==> src/verilog/ies_pkg.sv <==
`default_nettype none
package ies_pkg;
  // ==========================================================
  // Register byte offsets
  localparam logic [7:0] IES_OFF_DISC_ERR  = 8'h00;
  localparam logic [7:0] IES_OFF_REC_ERR   = 8'h04;
  localparam logic [7:0] IES_OFF_REC_STAT  = 8'h08;
  localparam logic [7:0] IES_OFF_INT_FLAGS = 8'h0c;
  localparam logic [7:0] IES_OFF_IGNORE    = 8'h10;
  localparam logic [7:0] IES_OFF_OTHER_SET = 8'h14;
  localparam logic [7:0] IES_OFF_MASTER    = 8'h18;
  // ==========================================================
  // Field widths
  localparam int IES_DISC_W = 13;
  localparam int IES_REC_W  = 11;
  localparam int IES_STAT_W = 8;
  localparam int IES_INT_W  = 11;
  localparam int IES_IGN_W  = 11;
  localparam int IES_MST_W  = 10;
  // ==========================================================
  // Status bit holding the sticky incomplete-transfer flag
  localparam int IES_ST_INC_XFER = 6;
  // ==========================================================
  // Detailed interrupt flag positions
  localparam int IES_I_REC_NB  = 0;
  localparam int IES_I_REC_OP  = 1;
  localparam int IES_I_RTC     = 2;
  localparam int IES_I_TIMER   = 3;
  localparam int IES_I_IO_NB   = 4;
  localparam int IES_I_IO_ANY  = 5;
  localparam int IES_I_IO_OTH  = 6;
  localparam int IES_I_D_UNIT  = 7;
  localparam int IES_I_D_XFER  = 8;
  localparam int IES_I_D_DISP  = 9;
  localparam int IES_I_OTHER   = 10;
  // ==========================================================
  // Ignore toggle positions
  localparam int IES_G_DISC_ERR = 0;
  localparam int IES_G_REC_ERR  = 1;
  localparam int IES_G_IO_ERR   = 2;
  localparam int IES_G_REC_INT  = 3;
  localparam int IES_G_ANY      = 4;
  localparam int IES_G_ERROR    = 5;
  localparam int IES_G_INPUT    = 6;
  localparam int IES_G_RT       = 7;
  localparam int IES_G_OTHER    = 8;
  localparam int IES_G_FILE     = 9;
  localparam int IES_G_COMP_ERR = 10;
  localparam logic [IES_IGN_W-1:0] IES_IGN_RST = 11'h000;
  // ==========================================================
  // Timing
  localparam int IES_CLK_HZ      = 10_000_000;
  localparam int IES_HANG_TIME_S = 30;
  localparam int IES_HANG_CYC    = IES_HANG_TIME_S * IES_CLK_HZ;
endpackage : ies_pkg
`default_nettype wire

==> src/verilog/ies_top.sv <==
// What this block does
// - Flag vertical parity error on characters leaving the disc core buffer.
// - Flag horizontal check error on data read from disc memory.
// - Flag flag-track parity errors and fixed-address parity errors.
// - Flag disc write amplifier faults and writes into inhibited locations.
// - Flag format errors in second or third disc instruction word.
// - Flag disc hang-up after 30 s timeout or missing auxiliary disc.
// - Flag disc interface access to unassigned core memory location.
// - Flag character counter or data-band counter malfunction.
// - Disc master error is OR of disc errors; own ignore toggle.
// - Record device busy when off-line or sequencing last operation off.
// - Mark incomplete transfer when only part of record is moved.
// - Flag unknown record instruction or tape motion against reel limits.
// - Flag overload when output transfer exceeds device capacity.
// - Flag off-line parity or mechanical errors after processor release.
// - Flag device unavailable when addressed device off-line or inoperative.
// - Record master interrupt is not-busy OR operator interrupt.
// - Record ignore toggle blocks program interrupt but keeps indication.
// - Raise record not-busy interrupt when operation finishes.
// - Error master is interface error OR computer error interrupt.
// - Raise clock wrap interrupt and interval timer zero interrupt.
// - Either processor sets companion interrupt; gated by its ignore toggle.
// - Three disc interrupts: operation done, transfer done, display done.
// - Operator error clear resets every detail error flag.
//
// Design decisions made here: the register offsets and the AHB-Lite interface to the registers.
`timescale 1ns/100ps
`default_nettype none
module ies_top
  import ies_pkg::*;
#(
  parameter int HANG_CYCLES = IES_HANG_CYC
) (
  // Clock and reset
  input  wire logic        clk,
  input  wire logic        rstn,
  // AHB-Lite slave
  input  wire logic        hsel,
  input  wire logic [31:0] haddr,
  input  wire logic [1:0]  htrans,
  input  wire logic        hwrite,
  input  wire logic [2:0]  hsize,
  input  wire logic [31:0] hwdata,
  input  wire logic        hready,
  output logic             hreadyout,
  output logic             hresp,
  output logic [31:0]      hrdata,
  // Disc interface error events
  input  wire logic        disc_vert_par_ev,
  input  wire logic        disc_horiz_ev,
  input  wire logic        disc_flag_par_ev,
  input  wire logic        disc_fix_addr_ev,
  input  wire logic        disc_mreg_ev,
  input  wire logic        disc_write_fault_ev,
  input  wire logic        disc_write_inh_ev,
  input  wire logic        disc_instr_fmt_ev,
  input  wire logic        disc_op_busy,
  input  wire logic        disc_aux_missing_ev,
  input  wire logic        disc_data_par_ev,
  input  wire logic        disc_temp_ev,
  input  wire logic        disc_slow_ev,
  input  wire logic        disc_oper_addr_ev,
  input  wire logic        disc_count_ev,
  // Disc interface completion events
  input  wire logic        disc_unit_done_ev,
  input  wire logic        disc_xfer_done_ev,
  input  wire logic        disc_display_done_ev,
  // Record device status levels
  input  wire logic        rec_operative,
  input  wire logic        rec_offline,
  input  wire logic        rec_seq_off,
  input  wire logic        rec_start_tape,
  input  wire logic        rec_end_tape,
  input  wire logic        rec_wr_inh,
  input  wire logic        rec_file_mark,
  input  wire logic        rec_released,
  // Record device events
  input  wire logic        rec_partial_xfer_ev,
  input  wire logic        rec_online_par_ev,
  input  wire logic        rec_eavesdrop_ev,
  input  wire logic        rec_online_mech_ev,
  input  wire logic        rec_mreg_ev,
  input  wire logic        rec_bad_code_ev,
  input  wire logic        rec_fwd_cmd_ev,
  input  wire logic        rec_rev_cmd_ev,
  input  wire logic        rec_overload_ev,
  input  wire logic        rec_oper_addr_ev,
  input  wire logic        rec_offline_par_ev,
  input  wire logic        rec_horiz_ev,
  input  wire logic        rec_offline_mech_ev,
  input  wire logic        rec_access_ev,
  input  wire logic        rec_op_done_ev,
  // Operator, clock, timer, I/O and companion
  input  wire logic        operator_int_ev,
  input  wire logic        operator_err_clear,
  input  wire logic        rtc_wrap_ev,
  input  wire logic        timer_zero_ev,
  input  wire logic        io_err,
  input  wire logic        io_not_busy_ev,
  input  wire logic        io_input_any_ev,
  input  wire logic        io_other_ev,
  input  wire logic        comp_err,
  input  wire logic        other_proc_set_in,
  // Indications toward the processor
  output logic             disc_master_err,
  output logic             rec_master_err,
  output logic             err_master_int,
  output logic             rec_master_int,
  output logic             prog_int_req,
  output logic             other_proc_int,
  output logic             other_proc_set_out
);

  // ==========================================================
  // Bus slave
  logic [7:0]  addr_r;
  logic        wr_pend_r;
  logic [31:0] rdata_r;
  logic [31:0] rdata_nxt;
  logic        other_pulse_r;

  wire       acc_ok  = hsel && htrans[1] && hready;
  wire       wr_go   = wr_pend_r;
  wire       hit_de  = wr_go && (addr_r == IES_OFF_DISC_ERR);
  wire       hit_re  = wr_go && (addr_r == IES_OFF_REC_ERR);
  wire       hit_st  = wr_go && (addr_r == IES_OFF_REC_STAT);
  wire       hit_in  = wr_go && (addr_r == IES_OFF_INT_FLAGS);
  wire       hit_ig  = wr_go && (addr_r == IES_OFF_IGNORE);
  wire       hit_os  = wr_go && (addr_r == IES_OFF_OTHER_SET);
  wire [7:0] rd_addr = {haddr[7:2], 2'b00};

  assign hreadyout = 1'b1;
  assign hresp     = 1'b0;
  assign hrdata    = rdata_r;

  // ==========================================================
  // Flag registers
  logic [IES_DISC_W-1:0] disc_err_r;
  logic [IES_REC_W-1:0]  rec_err_r;
  logic                  inc_xfer_r;
  logic [IES_INT_W-1:0]  int_r;
  logic [IES_IGN_W-1:0]  ign_r;
  logic [IES_MST_W-1:0]  mst_r;
  logic [28:0]           hang_cnt_r;

  // ==========================================================
  // Disc hang-up watchdog
  wire hang_hit = disc_op_busy &&
                  (hang_cnt_r == 29'(HANG_CYCLES - 1));
  wire [28:0] hang_cnt_nxt =
    !disc_op_busy                      ? 29'h0000000 :
    (hang_cnt_r == 29'(HANG_CYCLES))   ? hang_cnt_r  :
                                         hang_cnt_r + 29'h0000001;

  // ==========================================================
  // Disc detail error set terms
  wire [IES_DISC_W-1:0] disc_set = {
    disc_count_ev,
    disc_oper_addr_ev,
    disc_slow_ev,
    disc_temp_ev,
    disc_data_par_ev,
    hang_hit || disc_aux_missing_ev,
    disc_instr_fmt_ev,
    disc_write_fault_ev || disc_write_inh_ev,
    disc_mreg_ev,
    disc_fix_addr_ev,
    disc_flag_par_ev,
    disc_horiz_ev,
    disc_vert_par_ev
  };

  // ==========================================================
  // Record detail error set terms
  wire rec_motion_bad = (rec_fwd_cmd_ev && rec_end_tape) ||
                        (rec_rev_cmd_ev && rec_start_tape);
  wire rec_unavail    = rec_offline || !rec_operative;

  wire [IES_REC_W-1:0] rec_set = {
    rec_access_ev && rec_unavail,
    rec_offline_mech_ev && rec_released,
    rec_horiz_ev,
    rec_offline_par_ev && rec_released,
    rec_oper_addr_ev,
    rec_overload_ev,
    rec_bad_code_ev || rec_motion_bad,
    rec_mreg_ev,
    rec_online_mech_ev,
    rec_eavesdrop_ev,
    rec_online_par_ev
  };

  // ==========================================================
  // Detailed interrupt set terms
  wire [IES_INT_W-1:0] int_set = {
    other_proc_set_in || other_pulse_r,
    disc_display_done_ev,
    disc_xfer_done_ev,
    disc_unit_done_ev,
    io_other_ev,
    io_input_any_ev,
    io_not_busy_ev,
    timer_zero_ev,
    rtc_wrap_ev,
    operator_int_ev,
    rec_op_done_ev
  };

  // ==========================================================
  // Sticky updates, set beats clear
  wire [IES_DISC_W-1:0] disc_clr =
    {IES_DISC_W{operator_err_clear}} |
    ({IES_DISC_W{hit_de}} & hwdata[IES_DISC_W-1:0]);
  wire [IES_REC_W-1:0] rec_clr =
    {IES_REC_W{operator_err_clear}} |
    ({IES_REC_W{hit_re}} & hwdata[IES_REC_W-1:0]);
  wire [IES_INT_W-1:0] int_clr =
    {IES_INT_W{hit_in}} & hwdata[IES_INT_W-1:0];

  wire [IES_DISC_W-1:0] disc_err_nxt = (disc_err_r & ~disc_clr) |
                                       disc_set;
  wire [IES_REC_W-1:0]  rec_err_nxt  = (rec_err_r & ~rec_clr) |
                                       rec_set;
  wire [IES_INT_W-1:0]  int_nxt      = (int_r & ~int_clr) |
                                       int_set;
  wire inc_xfer_nxt = (inc_xfer_r &
                       !(hit_st && hwdata[IES_ST_INC_XFER])) |
                      rec_partial_xfer_ev;
  wire [IES_IGN_W-1:0] ign_nxt = hit_ig ? hwdata[IES_IGN_W-1:0] : ign_r;

  // ==========================================================
  // Master indications
  wire m_disc_err = |disc_err_r;
  wire m_rec_err  = |rec_err_r;
  wire iface_int  = (m_disc_err && !ign_r[IES_G_DISC_ERR]) ||
                    (m_rec_err  && !ign_r[IES_G_REC_ERR]) ||
                    (io_err     && !ign_r[IES_G_IO_ERR]);
  wire comp_int   = comp_err && !ign_r[IES_G_COMP_ERR];
  wire m_error    = iface_int || comp_int;
  wire m_rec_int  = int_r[IES_I_REC_NB] ||
                    int_r[IES_I_REC_OP];
  wire m_rt       = int_r[IES_I_RTC] || int_r[IES_I_TIMER];
  wire m_file     = int_r[IES_I_D_UNIT] || int_r[IES_I_D_XFER] ||
                    int_r[IES_I_D_DISP];
  wire m_input    = int_r[IES_I_IO_NB] || int_r[IES_I_IO_ANY] ||
                    int_r[IES_I_IO_OTH];
  wire m_other    = int_r[IES_I_OTHER] && !ign_r[IES_G_OTHER];
  wire any_src    = (m_error   && !ign_r[IES_G_ERROR]) ||
                    (m_rec_int && !ign_r[IES_G_REC_INT]) ||
                    (m_rt      && !ign_r[IES_G_RT]) ||
                    (m_file    && !ign_r[IES_G_FILE]) ||
                    (m_input   && !ign_r[IES_G_INPUT]) ||
                    m_other;
  wire m_any      = any_src && !ign_r[IES_G_ANY];

  wire [IES_MST_W-1:0] mst_nxt = {
    m_any, m_input, m_file, m_rt, m_rec_int,
    m_error, iface_int, io_err, m_rec_err, m_disc_err
  };

  // Record indication kept regardless of its ignore toggle
  wire rec_online = !rec_offline;
  wire rec_busy = rec_offline || rec_seq_off;
  wire [IES_STAT_W-1:0] stat_word = {
    rec_file_mark, inc_xfer_r, rec_wr_inh, rec_end_tape,
    rec_start_tape, rec_online, rec_busy, rec_operative
  };

  assign rdata_nxt =
    (rd_addr == IES_OFF_DISC_ERR)  ? 32'(disc_err_r) :
    (rd_addr == IES_OFF_REC_ERR)   ? 32'(rec_err_r)  :
    (rd_addr == IES_OFF_REC_STAT)  ? 32'(stat_word)  :
    (rd_addr == IES_OFF_INT_FLAGS) ? 32'(int_r)      :
    (rd_addr == IES_OFF_IGNORE)    ? 32'(ign_r)      :
    (rd_addr == IES_OFF_MASTER)    ? 32'(mst_r)      :
                                     32'h00000000;

  // ==========================================================
  // Outputs
  assign disc_master_err    = mst_r[0];
  assign rec_master_err     = mst_r[1];
  assign err_master_int     = mst_r[4];
  assign rec_master_int     = mst_r[5];
  assign prog_int_req       = mst_r[9];
  assign other_proc_int     = int_r[IES_I_OTHER] && !ign_r[IES_G_OTHER];
  assign other_proc_set_out = other_pulse_r;

  // ==========================================================
  // Bus registers
  always_ff @(posedge clk or negedge rstn) begin
    if (!rstn) begin
      addr_r        <= 8'h00;
      wr_pend_r     <= 1'b0;
      rdata_r       <= 32'h00000000;
      other_pulse_r <= 1'b0;
    end else begin
      wr_pend_r     <= acc_ok && hwrite;
      other_pulse_r <= hit_os && hwdata[0];
      if (acc_ok) begin
        addr_r <= rd_addr;
      end
      if (acc_ok && !hwrite) begin
        rdata_r <= rdata_nxt;
      end
    end
  end

  // ==========================================================
  // Flag registers
  always_ff @(posedge clk or negedge rstn) begin
    if (!rstn) begin
      disc_err_r <= '0;
      rec_err_r  <= '0;
      inc_xfer_r <= 1'b0;
      int_r      <= '0;
      ign_r      <= IES_IGN_RST;
      mst_r      <= '0;
      hang_cnt_r <= 29'h0000000;
    end else begin
      disc_err_r <= disc_err_nxt;
      rec_err_r  <= rec_err_nxt;
      inc_xfer_r <= inc_xfer_nxt;
      int_r      <= int_nxt;
      ign_r      <= ign_nxt;
      mst_r      <= mst_nxt;
      hang_cnt_r <= hang_cnt_nxt;
    end
  end

endmodule : ies_top
`default_nettype wire

==> config.mk <==
export PLATFORM = sky130hd
export DESIGN_NAME = ies_top
export DESIGN_NICKNAME = d
export VERILOG_FILES = /design/src/verilog/ies_pkg.sv /design/src/verilog/ies_top.sv
export SDC_FILE = /design/constraint.sdc
export NUM_CORES = 1
export LEC_CHECK = 0
export BUFFER_PORTS_ARGS = -buffer_cell sky130_fd_sc_hd__buf_2
export CORE_UTILIZATION = 40
export DETAILED_ROUTE_END_ITERATION = 10
export PLACE_DENSITY = 0.75
export SETUP_SLACK_MARGIN = 0.2
export SYNTH_ARGS = -nofsm -noshare
export SYNTH_HDL_FRONTEND = slang
export SYNTH_SLANG_ARGS = --single-unit
==> constraint.sdc <==
create_clock -name clk -period 2.1 [get_ports clk]
set_input_delay 0.21 -clock clk [delete_from_list [all_inputs] [get_ports clk]]
set_output_delay 0.21 -clock clk [all_outputs]
set_load 0.02 [all_outputs]
==> key figures <==
Status
  – Status: finished, final reports clean

Critical path
  – Crit path arrival time: about 2.3 ns
  – Setup crit end kind: register
  – Crit start category: register
  – Worst Path Required: ~2.4 ns
  – CP Class: register to register
  – CP max FO: 3

Power and ir drop
  – Sw frac: 0.260
  – Final Power: about 4.5 mW
  – Seq pwr share: 0.511
  – Clk pwr share: 0.370
  – Leak: between 2 and 3 nW
  – Int Power: between 3 and 4 mW
  – Peak VDD IR: roughly 0.43 mV
  – Logic pwr share: 0.119
  – Power Dens Cells: 665 mW/mm²
  – P_sw: approximately 1.2 mW

Detailed routing
  – Vias: between 4,000 and 5,000
  – Drc violations: 0
  – Detailed Routing Iterations Pass 1: 5
  – Initial DRC Count: 455
  – DR vias/cell: around 6
  – DR WL/cell: roughly 19 µm
  – Total wire length: around 16,000 µm
  – Antenna-violating nets left: 0

Die
  – Io pins: 166
  – Initial Utilization: 0.410
  – Die ar.: ~0.014 mm²
  – Core area: between 0.01 and 0.015 mm²
  – Row cnt: between 40 and 50
  – Die Span X: 119 µm
  – Chip height: between 100 and 150 µm

Global route
  – Vias in the first global route: ~4,700
  – Initial antenna violation count: 0
  – First-pass GRT wire length: 24,900 µm
  – Largest net degree at the start of global routing: slightly above 50
  – GR Util All Layers: 0.228
  – Congestion Overflow GR: 0

Timing
  – Tmin final: between 2 and 2.5 ns
  – Rel. slew slack: 0.466
  – RSZ-0062 raised after global routing: yes
  – Slew Limit Fails: 0
  – Crit share post-route: 0.977
  – Hold Vio Cnt, Final: 0
  – Setup WS post-layout: 0.0474 ns
  – Setup Skew: around 0.012 ns
  – Setup violators final: 0
  – Max frequency: between 0.4 and 0.5 GHz
  – Worst-Margin Slew: approximately 0.8 ns

Place
  – GP Congestion: ~0.91
  – DP Area: between 0.006 and 0.007 mm²
  – Dpl ws: -0.0470 ns
  – Detail Placement HPWL: ~11,000 µm
  – Inst Count DP: ~810
  – Port bufs: 95

Yosys
  – Async set-reset flop share out of synthesis: 1.00
  – Most instantiated library cell after synthesis: dfrtp_1
  – Cell taking the most area after synthesis: dfrtp_1
  – Main area contributors after synthesis: dfrtp_1 49%, mux2_2 5.2%, nand2_1 4.8%
  – Synth Register Bits: between 100 and 150
  – Sequential area share after synthesis: 0.493
  – Top_reg_cell synth: dfrtp_1
  – Syn_area_per_cell: 10.1 µm²
  – Distinct cells, synth: 55
  – Commonest cells post-synth: 107 x dfrtp_1, 70 x nand2_1, 25 x mux2_2
  – Synthesized netlist cell count: 536
  – Netlist Area Pre-Place: 0.00544 mm²
  – Warnings, synthesis: 0
  – Number of enable flip-flop cells after synthesis: 0
  – Synth top area share: 0.493

Clock tree
  – Clock latency on the worst-skew pair: 0.35 ns
  – CTS tree: done
  – Clock buffer depth: 2
  – H-tree level count: 3
  – Clock tree sinks: about 110
  – TritonCTS buffer count: 9
  – Clk root buf: clkbuf_16
  – Clock Pin Slew Worst Setup and Hold Paths: ~0.07 ns

Finish
  – Fin nets: around 780
  – Fin area: just under 0.007 mm²
  – Final core utilization: 0.509
  – Ant. Diodes: 0
  – Post-route insts no fill: slightly above 800
  – Fill cells: 1,224
  – Reg area: approximately 0.0027 mm²
  – Area Overhead vs Synth: 23.9%
  – Area taken by multi-input logic gates: 0.00270 mm²
  – Share of layout cells above drive strength 1: 0.324

Min path
  – Hold Crit Class: primary input to register

Flow run
  – MaxCap Viol Count: 0
power by group through the flow:
stage          logic [mW]  clock network, mW  registers, mW
2_1_floorplan       0.283                  0           2.29
3_3_place_gp        0.489                  0           2.30
3_5_place_dp        0.507                  0           2.30
4_1_cts             0.513               1.68           2.27
5_1_grt             0.580               1.77           2.30
6_report            0.531               1.66           2.29
cell type report:
type                    count  area share
multi-input cells         384       0.401
flip-flops and latches    107       0.398
repair buffers            129       0.118
clock buffers              13      0.0357
well taps                 176      0.0327
inverters                  17     0.00948
clock inverters             2     0.00557
metrics by stage:
stage	hold slack (ns)	setup TNS, ns
after floorplan	-0.0856	0
after global placement	0.279	-0.00402
after detailed placement	0.286	-0.0470
after CTS	0.0266	0
after global routing	0.0352	-0.0173
final	0.0309	0
cell usage in the layout, fill, tap and decap left out, types with 12 or more instances in the layout:
cell	n
nand2_1	70
buf_4	27
a31o_2	18
o21ai_0	23
nor3_1	12
buf_2	94
nand2b_1	13
inv_1	17
dfrtp_1	106
nor2_1	23
conb_1	21
mux2_2	25
flip-flops by register name (all words and copies together) (netlist names), 6 cells and up:
signal,cells
disc_err_r,13
hang_cnt_r,29
int_r,11
mst_r,10
addr_r,6
ign_r,11
rec_err_r,11
hrdata,13
kinds of logic after synthesis:
family / count (synthesis) / synth area share
other cells: 2 / 0.00138
simple gates: 200 / 0.196
mux: 36 / 0.0721
flops: 107 / 0.493
xor+xnor: 10 / 0.0161
buf+inv: 64 / 0.0612
fa+ha+maj: 2 / 0.00460
compound gates: 115 / 0.156
routing by layer:
layer / vias up / part of all wire / global-route usage
met5: - / 0 / 0
met3: 33 / 0.069 / 0.0531
met4: 0 / 0.036 / 0.0886
met1: 2408 / 0.41 / 0.288
met2: 222 / 0.49 / 0.376
li1: 2164 / - / -
what timing repair did:
action	CTS	global route
pin swaps	0	18
gates resized for setup	11	38
hold buffers	2	0
setup endpoints to repair	13	38
hold endpoints to repair	48	0
buffers inserted	2	3
critical path: stages, from the launching register on:
cell and delay [ns]:
dfrtp_1 0.39, or4b_1 0.51, or4_4 0.54, nor4_4 0.29, mux2i_1 0.25
worst paths after layout:
| kind | start | to | slack (ns) | depth (start not counted) |
|---|---|---|---|---|
| max in group asynchronous | rstn | rec_err_r[1] | 1.03 | 3 |
| max reg2reg | hang_cnt_r[12] | hang_cnt_r[0] | 0.05 | 4 |
| min | disc_unit_done_ev | int_r[7] | 0.03 | 2 |
| max | hang_cnt_r[12] | hang_cnt_r[0] | 0.05 | 4 |
| min in group asynchronous | rstn | addr_r[7] | 0.44 | 2 |
| min reg2reg | other_proc_set_out | int_r[10] | 0.48 | 1 |
Note: power is estimated with default switching activity, not from simulation.
